$ cat config.mk
export PLATFORM = sky130hd
export DESIGN_NAME = css_sequencer
export DESIGN_NICKNAME = d
export VERILOG_FILES = /design/src/css_pkg.sv /design/src/css_sequencer.sv /design/src/css_sync.sv /design/src/css_decode.sv
export SDC_FILE = /design/constraint.sdc
export NUM_CORES = 1
export LEC_CHECK = 0
export BUFFER_PORTS_ARGS = -buffer_cell sky130_fd_sc_hd__buf_2
export CAP_MARGIN = 20
export CORE_UTILIZATION = 44
export DETAILED_ROUTE_END_ITERATION = 6
export PLACE_DENSITY_LB_ADDON = 0.1
export SYNTH_ARGS = -nofsm -noshare
export SYNTH_HDL_FRONTEND = slang
export SYNTH_HIERARCHICAL = 1
export SYNTH_SLANG_ARGS = --single-unit
$ cat constraint.sdc
create_clock -name core_clk -period 1.6 [get_ports core_clk]
set_input_delay 0.24 -clock core_clk [delete_from_list [all_inputs] [get_ports core_clk]]
set_output_delay 0.24 -clock core_clk [all_outputs]
set_load 0.1 [all_outputs]
$ cat src/css_pkg.sv
// Functional notes
// - Trickle: both code bits and float low
// - Bulk: code bit0 high, others low
// - Overcharge: code bit1 high, others low
// - Float: both code bits and float high
// - Charge enable low holds trickle, float low
// - Trickle to bulk on charge enable
// - Bulk to overcharge above 95 percent
// - Overcharge to float on taper current
// - Float to bulk below 90 percent
// - Trickle: amp disabled, trickle bias steered
// - Bulk onward: voltage amp enabled
// - Float flag selects divider ratio
// - Charge enable acts as low battery detector
package css_pkg;

    // ------------------------------------------------------------
    // Register map
    // ------------------------------------------------------------
    localparam logic [7:0] CSS_CTRL_OFS   = 8'h00; // Control
    localparam logic [7:0] CSS_STATE_OFS  = 8'h04; // State and flags
    localparam logic [7:0] CSS_IRQST_OFS  = 8'h08; // Sticky events
    localparam logic [7:0] CSS_IRQMSK_OFS = 8'h0C; // Event mask

    // Field positions
    localparam int CSS_CTRL_FORCE_BIT = 0;   // Force trickle
    localparam int CSS_STATE_FLG_LSB  = 4;   // Synced flags in status

    // Reset values
    localparam logic [31:0] CSS_CTRL_RST = 32'h0000_0000;
    localparam logic [3:0]  CSS_MASK_RST = 4'h0;

    // Synchroniser depth
    localparam int CSS_SYNC_STAGES = 2;

    // ------------------------------------------------------------
    // Types
    // ------------------------------------------------------------
    // Charge states, event bit index equals state order
    typedef enum logic [1:0]
    {
        CSS_TRICKLE,
        CSS_BULK,
        CSS_OVER,
        CSS_FLOAT
    } css_state_type;

    // Comparator flags from the analog loop
    typedef struct packed
    {
        logic chargeEnable;  // Battery above charge enable level
        logic above95;       // Battery above 95 percent of target
        logic taperLow;      // Charge current below taper level
        logic below90;       // Battery below 90 percent of float
    } css_flags_type;

    // Controls driven to the analog loop and status pins
    typedef struct packed
    {
        logic stateCodeBit1; // Decode bit one
        logic stateCodeBit0; // Decode bit zero
        logic floatFlag;     // Float state, also divider select
        logic vampDisable;   // Voltage error amp output high-Z
        logic trickleBias;   // Trickle bias into current amp input
    } css_ctl_type;

endpackage

$ cat src/css_sequencer.sv
`timescale 1ns/1ps
module css_sequencer
(
    input  wire logic                 core_clk,  // 250 MHz clock
    input  wire logic                 rst_b,     // Sync reset, low
    input  css_pkg::css_flags_type    flagsIn,   // Raw comparator flags
    output css_pkg::css_ctl_type      loopCtl,   // Pin controls
    input  wire logic                 psel,      // APB select
    input  wire logic                 penable,   // APB enable
    input  wire logic                 pwrite,    // APB write
    input  wire logic [7:0]           paddr,     // APB byte address
    input  wire logic [31:0]          pwdata,    // APB write data
    output logic      [31:0]          prdata,    // APB read data
    output logic                      pready,    // APB ready
    output logic                      pslverr,   // APB error
    output logic                      irq        // Level interrupt
);
    import css_pkg::*;

    // ------------------------------------------------------------
    // Declarations
    // ------------------------------------------------------------
    css_flags_type flagsSync;        // Synchronised flags
    css_state_type state_q;          // Present charge state
    css_state_type state_d;          // Next charge state
    css_ctl_type   ctl_d;            // Decoded next controls
    logic          forceTrickle_q;   // Software trickle override
    logic [3:0]    irqStatus_q;      // Sticky state entry events
    logic [3:0]    irqMask_q;        // Event enables
    logic [3:0]    entryEvt;         // Entry pulses, one per state
    logic          setupPh;          // APB setup cycle
    logic          accessWr;         // Write taking effect
    logic          accessRd;         // Read accepted

    // ------------------------------------------------------------
    // Address decode helper
    // ------------------------------------------------------------
    function automatic logic isMapped(input logic [7:0] a);
        isMapped = (a == CSS_CTRL_OFS) || (a == CSS_STATE_OFS) ||
                   (a == CSS_IRQST_OFS) || (a == CSS_IRQMSK_OFS);
    endfunction

    // ------------------------------------------------------------
    // Flag synchroniser
    // ------------------------------------------------------------
    css_sync #(
        .WIDTH   ($bits(css_flags_type))
    )
    u_sync
    (
        .core_clk (core_clk),
        .rst_b    (rst_b),
        .asyncIn  (flagsIn),
        .syncOut  (flagsSync)
    );

    // ------------------------------------------------------------
    // Next state
    // ------------------------------------------------------------
    always_comb
    begin
        state_d = state_q;
        if (!flagsSync.chargeEnable || forceTrickle_q)
        begin
            state_d = CSS_TRICKLE;
        end
        else
        begin
            case (state_q)
                CSS_TRICKLE:
                begin
                    state_d = CSS_BULK;
                end
                CSS_BULK:
                begin
                    if (flagsSync.above95)
                    begin
                        state_d = CSS_OVER;
                    end
                end
                CSS_OVER:
                begin
                    if (flagsSync.taperLow)
                    begin
                        state_d = CSS_FLOAT;
                    end
                end
                CSS_FLOAT:
                begin
                    if (flagsSync.below90)
                    begin
                        state_d = CSS_BULK;
                    end
                end
                // Illegal code, recover to trickle
                default:
                begin
                    state_d = CSS_TRICKLE;
                end
            endcase
        end
    end

    // ------------------------------------------------------------
    // Output decode of next state
    // ------------------------------------------------------------
    css_decode u_decode
    (
        .state (state_d),
        .ctl   (ctl_d)
    );

    // ------------------------------------------------------------
    // State register
    // ------------------------------------------------------------
    // reset enters trickle
    always_ff @(posedge core_clk)
    begin
        if (!rst_b)
        begin
            state_q <= CSS_TRICKLE;
        end
        else
        begin
            state_q <= state_d;
        end
    end

    // ------------------------------------------------------------
    // Registered pin controls, in step with state
    // ------------------------------------------------------------
    // amp released past trickle
    always_ff @(posedge core_clk)
    begin
        if (!rst_b)
        begin
            loopCtl             <= '0;
            loopCtl.vampDisable <= 1'b1;
            loopCtl.trickleBias <= 1'b1;
        end
        else
        begin
            loopCtl <= ctl_d;
        end
    end

    // ------------------------------------------------------------
    // APB phases
    // ------------------------------------------------------------
    assign setupPh  = psel && !penable;
    assign accessWr = psel && penable && pready && pwrite;
    assign accessRd = psel && penable && pready && !pwrite;

    // Ready and error answer one cycle after setup
    always_ff @(posedge core_clk)
    begin
        if (!rst_b)
        begin
            pready  <= 1'b0;
            pslverr <= 1'b0;
        end
        else
        begin
            pready  <= setupPh;
            pslverr <= setupPh && !isMapped(paddr);
        end
    end

    // Read data captured in setup, stable in access
    always_ff @(posedge core_clk)
    begin
        if (!rst_b)
        begin
            prdata <= '0;
        end
        else if (setupPh && !pwrite)
        begin
            case (paddr)
                CSS_CTRL_OFS:
                    prdata <= {31'h0000_0000, forceTrickle_q};
                CSS_STATE_OFS:
                    prdata <= {24'h00_0000, flagsSync, 2'h0, state_q};
                CSS_IRQST_OFS:
                    prdata <= {28'h000_0000, irqStatus_q};
                CSS_IRQMSK_OFS:
                    prdata <= {28'h000_0000, irqMask_q};
                // Unmapped reads return zero
                default:
                    prdata <= 32'h0000_0000;
            endcase
        end
        else if (accessRd)
        begin
            prdata <= 32'h0000_0000;
        end
    end

    // ------------------------------------------------------------
    // Control register
    // ------------------------------------------------------------
    always_ff @(posedge core_clk)
    begin
        if (!rst_b)
        begin
            forceTrickle_q <= CSS_CTRL_RST[CSS_CTRL_FORCE_BIT];
        end
        else if (accessWr && paddr == CSS_CTRL_OFS)
        begin
            forceTrickle_q <= pwdata[CSS_CTRL_FORCE_BIT];
        end
    end

    // ------------------------------------------------------------
    // Interrupt mask
    // ------------------------------------------------------------
    always_ff @(posedge core_clk)
    begin
        if (!rst_b)
        begin
            irqMask_q <= CSS_MASK_RST;
        end
        else if (accessWr && paddr == CSS_IRQMSK_OFS)
        begin
            irqMask_q <= pwdata[3:0];
        end
    end

    // ------------------------------------------------------------
    // Sticky events, set wins over write-one clear
    // ------------------------------------------------------------
    always_comb
    begin
        entryEvt = 4'h0;
        if (state_d != state_q)
        begin
            entryEvt[state_d] = 1'b1;
        end
    end

    always_ff @(posedge core_clk)
    begin
        if (!rst_b)
        begin
            irqStatus_q <= 4'h0;
        end
        else if (accessWr && paddr == CSS_IRQST_OFS)
        begin
            irqStatus_q <= (irqStatus_q & ~pwdata[3:0]) | entryEvt;
        end
        else
        begin
            irqStatus_q <= irqStatus_q | entryEvt;
        end
    end

    // Interrupt line, from a flop, one cycle behind status
    always_ff @(posedge core_clk)
    begin
        if (!rst_b)
        begin
            irq <= 1'b0;
        end
        else
        begin
            irq <= |(irqStatus_q & irqMask_q);
        end
    end
endmodule

$ cat src/css_sync.sv
`timescale 1ns/1ps
module css_sync #(
    parameter int WIDTH = 4                  // Bits to synchronise
)
(
    input  wire logic             core_clk,  // System clock
    input  wire logic             rst_b,     // Sync reset, active low
    input  wire logic [WIDTH-1:0] asyncIn,   // Raw inputs
    output logic      [WIDTH-1:0] syncOut    // Synchronised inputs
);
    import css_pkg::*;

    logic [WIDTH-1:0] meta_q;                // First stage, read once

    // ------------------------------------------------------------
    // Parameter check
    // ------------------------------------------------------------
    if (WIDTH < 1)
    begin : g_chk
        $error("css_sync: WIDTH must be at least one");
    end

    // ------------------------------------------------------------
    // Two flop chain
    // ------------------------------------------------------------
    // two flop synchroniser
    always_ff @(posedge core_clk)
    begin
        if (!rst_b)
        begin
            meta_q  <= '0;
            syncOut <= '0;
        end
        else
        begin
            meta_q  <= asyncIn;
            syncOut <= meta_q;
        end
    end
endmodule

$ cat src/css_decode.sv
`timescale 1ns/1ps
module css_decode
(
    input  css_pkg::css_state_type state,    // Charge state
    output css_pkg::css_ctl_type   ctl       // Decoded controls
);
    import css_pkg::*;

    // ------------------------------------------------------------
    // State to pin decode
    // ------------------------------------------------------------
    always_comb
    begin
        ctl = '0;
        case (state)
            CSS_TRICKLE:
            begin
                ctl.vampDisable = 1'b1;
                ctl.trickleBias = 1'b1;
            end
            CSS_BULK:
            begin
                ctl.stateCodeBit0 = 1'b1;
            end
            CSS_OVER:
            begin
                ctl.stateCodeBit1 = 1'b1;
            end
            CSS_FLOAT:
            begin
                ctl.stateCodeBit1 = 1'b1;
                ctl.stateCodeBit0 = 1'b1;
                ctl.floatFlag     = 1'b1;
            end
            // Unreachable encoding, safe trickle controls
            default:
            begin
                ctl.vampDisable = 1'b1;
                ctl.trickleBias = 1'b1;
            end
        endcase
    end
endmodule

==> summary.md, run 1 <==
| Metric | Value |
|---|---|
| Run status | `finished clean` |
| Count leader, synth | `dfxtp_1` |
| RSZ-0062 raised after global routing | `false` |
| Critical path capture point type | `flip-flop` |
| Highest clock rate | `731 MHz` |
| Post-layout net count | `259` |
| Post-synthesis async set-or-reset flop share | `0%` |
| Final RePlAce weighted congestion | `0.805` |
| WS Path Type | `flip-flop to flip-flop` |
| H-tree depth | `2` |
| Netlist cell types | `37` |
| Cells after DPL | `249` |
| First-pass GRT wire length | `4.97 mm` |
| GRT Util Overall | `16.3%` |
| Largest net degree at the start of global routing | `17` |
| Layout cell share with drive strength beyond 1 | `25.6%` |
| Leakage | `0.832 nW` |
| Headroom to the max-slew limit | `65.7%` |
| Via count | `1,271` |
| Synth area leader | `dfxtp_1` |
| WP data arrival | `1.55 ns` |
| Pwr/cell area | `1020 mW/mm2` |
| Row count | `21` |
| Warnings from Yosys | `6` |
| Synth top area share | `42.8%` |
| Cell Area, Synth | `0.00164 mm2` |
| CP bufs+invs | `0` |
| Setup bufs post-CTS | `0` |
| R2R setup slack | `0.23 ns` |
| Synth-to-Final Area Change | `13.4%` |
| Ys flop type | `dfxtp_1` |
| CTS Root Cell | `clkbuf_8` |
| Clk Latency, worst-skew pair | `0.28 ns` |
| Area after DPL | `0.00177 mm2` |
| VDD IR max | `642 uV` |
| Post-DR wirelength/cell | `11.6 um` |
| Worst Hold Depth | `2` |
| CTS clk-pin slew, worst paths | `0.07 ns` |
| Total gr overflow | `0` |
| Core region area | `0.00344 mm2` |
| Final cell count without fillers | `257` |
| Worst EP required | `1.78 ns` |
| 1st-iter DRT viols | `25` |
| Slew @ Worst Pin | `0.507 ns` |
| Post-synthesis sequential area ratio | `42.8%` |
| Crit Reg-Reg Endpoint | `loopCtl[1]` |
| Hold Path End | `u_sync/meta_q[1]` |
| Top post-synthesis cells by area | `dfxtp_1 (43%), buf_4 (11%), mux2i_1 (5.5%)` |
| DRC viols | `0` |
| Buffer levels on the longest clock path | `2` |
| Crit path max-delay family | `simple AND/OR/NAND/NOR gates` |
| Initial Utilization | `47.6%` |
| I/O pin count | `89` |
| Die area | `0.00397 mm2` |
| Initial antenna violation count | `0` |
| Ant diodes | `0` |
| Vias per cell | `4.95` |
| # port buffers | `36` |
| Finished Cell Area | `0.00186 mm2` |
| Critical path's slowest cell | `dfxtp_1` |
| CP max FO | `7` |
| Clock period minus worst slack | `1.37 ns` |
| Clock skew | `0.00501 ns` |
| Placed wire-length estimate | `2.33 mm` |
| Post-Syn Area per Cell | `9.52 um2` |
| CTS sink count | `35` |
| CTS tree | `done` |
| ANT nets after route | `0` |
| Chip width | `63.0 um` |
| DR pass1 iterations | `4` |
| Hold Startpoint | `flagsIn[1]` |
| CP most frequent cell | `nor2_1` |
| Flops & latches, synth | `35` |
| Die H | `63.0 um` |
| Final Hold Vio Count | `0` |
| Max Cap Viol | `0` |
| Worst r2r path cells | `5` |
| CTS buffer count | `5` |
| Crit-path cells | `and3_1, or2_2, nor2_1, nor2_1, nand2b_1` |
| Vias in the first global route | `1,151` |
| Startpoint type of the worst setup path | `flip-flop` |
| CP max stage delay | `0.37 ns` |
| Final-report max-slew violation count | `0` |
| Final setup vio count | `0` |
| Setup TNS | `0 ns` |
| Post-synth top cells | `dfxtp_1 (35), buf_4 (25), and2_1 (13), nand2_1 (12), nor2_1 (10)` |
| DRT Wirelength | `2.99 mm` |
| PostCTS Resize Cnt | `0` |
| Tcrit/Tclk final | `85.5%` |
| Hold_buf cts | `0` |
| Number of synthesized flops with an enable pin | `0` |
| Hold Crit Class | `input pin to flip-flop` |
| RR Startpoint | `state_q[1]` |
| Mapped Cells | `172` |
==> registers in the layout (all words and copies together), names as in the netlist <==
| name | cells |
|---|---|
| pslverr | 1 |
| loopCtl | 5 |
| prdata | 8 |
| irq | 1 |
| u_sync/meta_q | 4 |
| irqMask_q | 4 |
| pready | 1 |
| u_sync/syncOut | 4 |
| forceTrickle_q | 1 |
| irqStatus_q | 4 |
| state_q | 2 |
==> metal layers <==
layer | up-vias | GRT usage (%) | wire [um]
met5 | - | 0 | 0
met4 | 0 | 9.59 | 70
met3 | 7 | 4.93 | 202
met2 | 47 | 28.5 | 1460
met1 | 593 | 17.1 | 1260
li1 | 624 | - | -
==> stage by stage <==
step                hold WS, ns  total power, mW  worst slack, ns  utilization, %
floorplan                 0.317             1.30            0.133               -
global placement          0.409             1.30            0.176            51.5
detailed placement        0.419             1.31            0.169            51.5
CTS                       0.152             1.91            0.251            53.9
global route              0.151             1.98            0.138            53.9
finish                    0.159             1.89            0.232            53.9
==> logic make-up after synthesis <==
| kind of cell | Yosys count | synth area share [%] |
|---|---|---|
| and+or+nand+nor | 68 | 26.0 |
| DFF | 35 | 42.8 |
| buffers and inverters | 32 | 13.3 |
| AOI/OAI and AO/OA | 26 | 10.8 |
| muxes | 10 | 6.88 |
| other | 1 | 0.229 |
==> worst register-to-register path: stages (launching register included) <==
cell	delay, ns
dfxtp_1	0.37
and3_1	0.21
or2_2	0.31
nor2_1	0.17
nor2_1	0.08
nand2b_1	0.13
==> how the worst max path moves through the flow <==
| stage | start | slack, ns | endpoint | cells past startpoint |
|---|---|---|---|---|
| 3_5_place_dp | paddr[5] | 0.17 | irqStatus_q[0] | 4 |
| 4_1_cts | state_q[1] | 0.25 | loopCtl[1] | 5 |
| 3_3_place_gp | paddr[5] | 0.18 | irqStatus_q[2] | 4 |
| 5_1_grt | state_q[0] | 0.14 | loopCtl[1] | 5 |
| 2_1_floorplan | pready | 0.13 | irqStatus_q[0] | 3 |
| 6_report | state_q[1] | 0.23 | loopCtl[1] | 5 |
==> area by class of cell <==
type,count,area (um2)
clock buffer,6,72.6
clock inverter,2,12.5
fill,338,1590
inverter,1,3.75
multi-input combinational,128,806
sequential,35,702
tap,46,57.6
timing repair buffer,39,203
==> cells in the final DEF, fill, tap and decap left out, types with 3 or more instances in the layout <==
cell,count
buf_2,36
dfxtp_1,34
conb_1,24
and2_1,13
nand2_1,12
nor2_1,10
mux2i_1,9
nor2b_1,8
o21ai_0,7
a21oi_1,6
nand2b_1,5
nand4_1,5
clkbuf_8,5
buf_4,3
==> report_power, final <==
group / internal [mW] / total [mW] / switching [mW]
Clock: 0.304 / 0.603 / 0.300
Combinational: 0.0528 / 0.389 / 0.336
Sequential: 0.889 / 0.899 / 0.00931
Total: 1.25 / 1.89 / 0.645
Power figures use the tool's default switching activity.
==> inputs of run 2 (changes only) <==
--- a/config.mk
+++ b/config.mk
@@ -7,9 +7,11 @@
 export LEC_CHECK = 0
 export BUFFER_PORTS_ARGS = -buffer_cell sky130_fd_sc_hd__buf_2
 export CAP_MARGIN = 20
-export CORE_UTILIZATION = 44
+export CORE_UTILIZATION = 46
+export CTS_BUF_LIST = sky130_fd_sc_hd__clkbuf_2
 export DETAILED_ROUTE_END_ITERATION = 6
 export PLACE_DENSITY_LB_ADDON = 0.1
+export SETUP_SLACK_MARGIN = 0.4
 export SYNTH_ARGS = -nofsm -noshare
 export SYNTH_HDL_FRONTEND = slang
 export SYNTH_HIERARCHICAL = 1
==> summary.md, run 2 (synthesized netlist as in run 1, its figures left out) <==
| Metric | Value |
|---|---|
| Run status | `finished clean` |
| Setup TNS | `0 ns` |
| Final setup vio count | `0` |
| Worst Hold Depth | `2` |
| Tcrit/Tclk final | `76.3%` |
| 1st-iter DRT viols | `46` |
| Met3 Routed Length | `147 um` |
| RR Startpoint | `state_q[1]` |
| Hold Crit Class | `input pin to flip-flop` |
| Clk Latency, worst-skew pair | `0.39 ns` |
| Crit Reg-Reg Endpoint | `loopCtl[2]` |
| Final RePlAce weighted congestion | `0.807` |
| Critical path startpoint | `prdata[6]` |
| Final-report max-slew violation count | `0` |
| CTS Root Cell | `clkbuf_2` |
| Initial antenna violation count | `0` |
| Chip width | `61.7 um` |
| Ant diodes | `0` |
| Pwr/cell area | `805 mW/mm2` |
| CP max FO | `2` |
| Initial Utilization | `48.7%` |
| Most frequent cells in the layout | `conb_1 (24), buf_2 (20), dfxtp_1 (17)` |
| # port buffers | `36` |
| Worst r2r path cells | `5` |
| Via count | `1,257` |
| Critical path's slowest cell | `dfxtp_2` |
| CP max stage delay | `0.40 ns` |
| Final cell count without fillers | `257` |
| Die area | `0.00380 mm2` |
| Synth-to-Final Area Change | `29.1%` |
| Crit-path cells | `buf_12` |
| First-pass GRT wire length | `5.13 mm` |
| CTS tree | `done` |
| Post-DR wirelength/cell | `12.7 um` |
| Layout cell share with drive strength beyond 1 | `37.4%` |
| H-tree depth | `2` |
| Finished Core Util | `62.9%` |
| I/O pin count | `89` |
| Buffer levels on the longest clock path | `2` |
| Row count | `21` |
| R2R setup slack | `0.41 ns` |
| GRT Util Overall | `19.1%` |
| CP bufs+invs | `1` |
| Startpoint type of the worst setup path | `flip-flop` |
| Met1 Wirelength | `1.40 mm` |
| Crit path max-delay family | `flip-flops` |
| VDD IR max | `471 uV` |
| DR WL met2 | `1.62 mm` |
| DRC viols | `0` |
| Worst EP required | `1.36 ns` |
| CTS buffer count | `5` |
| DR pass1 iterations | `4` |
| RSZ-0062 raised after global routing | `true` |
| Die H | `61.7 um` |
| Largest net degree at the start of global routing | `30` |
| Vias per cell | `4.89` |
| Vias in the first global route | `1,149` |
| ANT nets after route | `0` |
| CTS clk-pin slew, worst paths | `0.19 ns` |
| Placed wire-length estimate | `2.35 mm` |
| Top layer in use | `met4` |
| Cells after DPL | `248` |
| WS Path Type | `flip-flop to output port` |
| Top reg by flops | `prdata` |
| Highest clock rate | `819 MHz` |
| Total gr overflow | `0` |
| Clock period minus worst slack | `1.22 ns` |
| Hold_buf cts | `0` |
| Largest register FFs | `8` |
| Regs by FF count | `prdata x8, loopCtl x5` |
| Fill cells | `306` |
| Max Cap Viol | `0` |
| CTS sink count | `35` |
| Post-layout net count | `259` |
| DRT Wirelength | `3.26 mm` |
| Leakage | `0.888 nW` |
| Commonest non-fill, non-tap cell in the layout | `conb_1` |
| Final Hold Vio Count | `0` |
| Clock skew | `0.0251 ns` |
| Core region area | `0.00336 mm2` |
| WP data arrival | `0.98 ns` |
| Stages on worst setup path | `1` |
| Critical path capture point type | `output port` |
| End of the critical path | `prdata[6]` |
## run 2: changes by cell type in the layout (fill, tap and decap cells not counted), sizes merged
| cell | before | now |
|---|---|---|
| clkbuf | 6 | 5 |
| clkinvlp | 1 | 0 |
| clkinv | 1 | 3 |
## run 2: metrics by stage
| step | power (mW) | hold WS (ns) | cell area, um2 | worst slack [ns] |
|---|---|---|---|---|
| final | 1.70 | 0.0412 | 2110 | 0.380 |
| after global routing | 1.78 | 0.0115 | 2110 | 0.334 |
| after CTS | 1.71 | 0.0265 | 2090 | 0.375 |
| after detailed placement | 1.31 | 0.414 | 1790 | 0.157 |
| after global placement | 1.30 | 0.408 | 1790 | 0.142 |
| after floorplan | 1.30 | 0.314 | 1760 | 0.330 |
## run 2: layer usage
layer | global-route usage (%) | vias to the layer above
li1 | - | 630
met5 | 0 | -
met1 | 22.4 | 575
met2 | 30.9 | 43
met4 | 11.4 | 0
met3 | 5.46 | 9
## run 2: cell type report
type	count	area, um2	area share (%)
clock buffers	5	25.0	1.18
flip-flops and latches	35	731	34.6
well taps	46	57.6	2.72
multi-input cells	128	840	39.7
clock inverters	3	15.0	0.710
repair buffers	39	443	20.9
inverters	1	3.75	0.178
## run 2: worst min-delay path by stage
stage / from / slack (ns) / to
floorplan: penable / 0.31 / pready
global placement: u_sync/meta_q[2] / 0.41 / u_sync/syncOut[2]
detailed placement: u_sync/meta_q[2] / 0.41 / u_sync/syncOut[2]
CTS: penable / 0.03 / pready
global route: flagsIn[1] / 0.01 / u_sync/meta_q[1]
finish: penable / 0.04 / pready
## run 2: power breakdown
| part | switching, mW | internal, mW | leakage (nW) | total, mW |
|---|---|---|---|---|
| registers | 0.0121 | 0.887 | 0.293 | 0.899 |
| logic | 0.339 | 0.0659 | 0.563 | 0.405 |
| clock network | 0.299 | 0.100 | 0.0325 | 0.399 |
| total | 0.650 | 1.05 | 0.888 | 1.70 |
## run 2: what timing repair did
| item | in CTS | in global routing |
|---|---|---|
| pin swaps | 0 | 2 |
| endpoints found under the setup margin | 19 | 22 |
| gates cloned | 0 | 0 |
| resized for setup | 75 | 6 |
| setup buffers | 0 | 1 |
==> inputs of run 3 (changes only) <==
--- a/config.mk
+++ b/config.mk
@@ -7,7 +7,7 @@
 export LEC_CHECK = 0
 export BUFFER_PORTS_ARGS = -buffer_cell sky130_fd_sc_hd__buf_2
 export CAP_MARGIN = 20
-export CORE_UTILIZATION = 46
+export CORE_UTILIZATION = 41
 export CTS_BUF_LIST = sky130_fd_sc_hd__clkbuf_2
 export DETAILED_ROUTE_END_ITERATION = 6
 export PLACE_DENSITY_LB_ADDON = 0.1
==> constraint.sdc (replaced) <==
create_clock -name core_clk -period 1.1 [get_ports core_clk]
set_input_delay 0.165 -clock core_clk [delete_from_list [all_inputs] [get_ports core_clk]]
set_output_delay 0.165 -clock core_clk [all_outputs]
set_load 0.1 [all_outputs]
==> summary.md, run 3 (synthesized netlist as in run 1, its figures left out) <==
| Metric | Value |
|---|---|
| Area occupied by registers | `772 um2` |
| Crit-path cells | `buf_6, buf_12` |
| Worst setup margin | `-0.0933 ns` |
| Pwr/cell area | `991 mW/mm2` |
| Die area | `0.00425 mm2` |
| Largest register FFs | `8` |
| First-pass GRT wire length | `6.25 mm` |
| CTS sink count | `35` |
| I/O pin count | `89` |
| Hold Path End | `pready` |
| Final-report max-slew violation count | `0` |
| Final hold slack | `-0.000916 ns` |
| # port buffers | `36` |
| Final Hold Vio Count | `1` |
| Area after DPL | `0.00222 mm2` |
| Clock period minus worst slack | `1.19 ns` |
| Finished Cell Area | `0.00252 mm2` |
| Placed wire-length estimate | `2.73 mm` |
| Layout cell share with drive strength beyond 1 | `50.2%` |
| Vias in the first global route | `1,371` |
| Hold Startpoint | `penable` |
| Initial antenna violation count | `0` |
| Critical path's slowest cell | `dfxtp_4` |
| CTS tree | `done` |
| Top reg by flops | `prdata` |
| H-tree depth | `2` |
| Buffer levels on the longest clock path | `2` |
| Most frequent cells in the layout | `conb_1 (24), buf_2 (20), dfxtp_4 (18), buf_4 (18), buf_12 (17)` |
| Max Cap Viol | `0` |
| Highest clock rate | `838 MHz` |
| Vias per cell | `4.91` |
| Row count | `22` |
| Setup TNS | `-0.454 ns` |
| Final RePlAce weighted congestion | `0.753` |
| Clk Latency, worst-skew pair | `0.37 ns` |
| Regs by FF count | `prdata x8, loopCtl x5` |
| Startpoint type of the worst setup path | `flip-flop` |
| Initial Utilization | `43.8%` |
| R2R setup slack | `-0.08 ns` |
| DR pass1 iterations | `4` |
| Hold_buf cts | `4` |
| DRT Wirelength | `3.76 mm` |
| Clock skew | `0.0196 ns` |
| Crit Reg-Reg Endpoint | `prdata[0]` |
| CP max FO | `3` |
| CTS Root Cell | `clkbuf_2` |
| Largest net degree at the start of global routing | `16` |
| Worst Hold Depth | `2` |
| RSZ-0062 raised after global routing | `true` |
| Chip width | `65.2 um` |
| CTS clk-pin slew, worst paths | `0.17 ns` |
| Critical path capture point type | `output port` |
| Fill cells | `297` |
| Placement Setup Slack | `-0.125 ns` |
| Via count | `1,410` |
| Worst r2r path cells | `2` |
| Core region area | `0.00374 mm2` |
| GRT Util Overall | `19.6%` |
| Multi-input gate area | `943 um2` |
| CTS buffer count | `5` |
| Run status | `complete, but fails checks` |
| Final setup vio count | `11` |
| Commonest non-fill, non-tap cell in the layout | `conb_1` |
| Hold Crit Class | `input pin to flip-flop` |
| 1st-iter DRT viols | `50` |
| WP data arrival | `1.03 ns` |
| Post-DR wirelength/cell | `13.1 um` |
| Leakage | `1.07 nW` |
| WS Path Type | `flip-flop to output port` |
| DRC viols | `0` |
| Worst EP required | `0.94 ns` |
| Ant diodes | `0` |
| Failing checks | `negative hold slack, negative setup slack` |
| VDD IR max | `675 uV` |
| Post-layout net count | `287` |
| Finished Core Util | `67.4%` |
| Tcrit/Tclk final | `108%` |
| ANT nets after route | `0` |
| RR Startpoint | `state_q[0]` |
| Synth-to-Final Area Change | `54.0%` |
| Die H | `65.2 um` |
| CP max stage delay | `0.39 ns` |
| Total gr overflow | `0` |
## run 3: power breakdown
group          switching (mW)  total, mW  leakage, nW  internal (mW)
clock                   0.398      0.551       0.0281          0.153
combinational           0.519      0.673        0.742          0.154
sequential             0.0195       1.27        0.299           1.26
## run 3: cell type report
type                            count  area share, %
Clock buffer                        6           1.19
Tap cell                           48           2.38
Multi-Input combinational cell    128           37.4
Inverter                            1          0.149
Clock inverter                      2          0.298
Timing Repair Buffer               67           28.0
Sequential cell                    35           30.6
## run 3: worst max-delay path by stage
stage	startpoint	to	slack, ns	cells past startpoint
2_1_floorplan	pready	irqStatus_q[0]	-0.17	3
3_3_place_gp	paddr[5]	irqStatus_q[0]	-0.12	5
3_5_place_dp	paddr[5]	irqStatus_q[0]	-0.13	5
4_1_cts	pready	pready	-0.11	2
5_1_grt	pready	pready	-0.14	2
6_report	pready	pready	-0.09	2
## run 3: metrics by stage
step                cells  hold WS, ns  power (mW)
finish                287    -0.000916        2.50
global route          287      -0.0250        2.61
CTS                   286      -0.0184        2.50
detailed placement    268        0.375        1.92
global placement      268        0.373        1.92
floorplan             195        0.239        1.86
## run 3: critical path, delay by kind of cell, from the launching register on
| family | cells | cell delay, ns |
|---|---|---|
| flip-flops | 1 | 0.39 |
| buffers and inverters | 2 | 0.26 |
## run 3: what timing repair did
action	4_1_cts	5_1_grt
endpoints found under the hold margin	6	2
gates resized for setup	22	22
pin swaps	12	12
buffers inserted	6	1
setup endpoints to repair	41	42
## run 3: metal layers
layer  global-route usage, %  up-vias  share of wire [%]
met4                    6.52        0                1.3
met2                    34.0       61                 52
met1                    22.4      657                 39
met3                    6.42        6                6.9
li1                        -      686                  -
met5                       0        -                  0
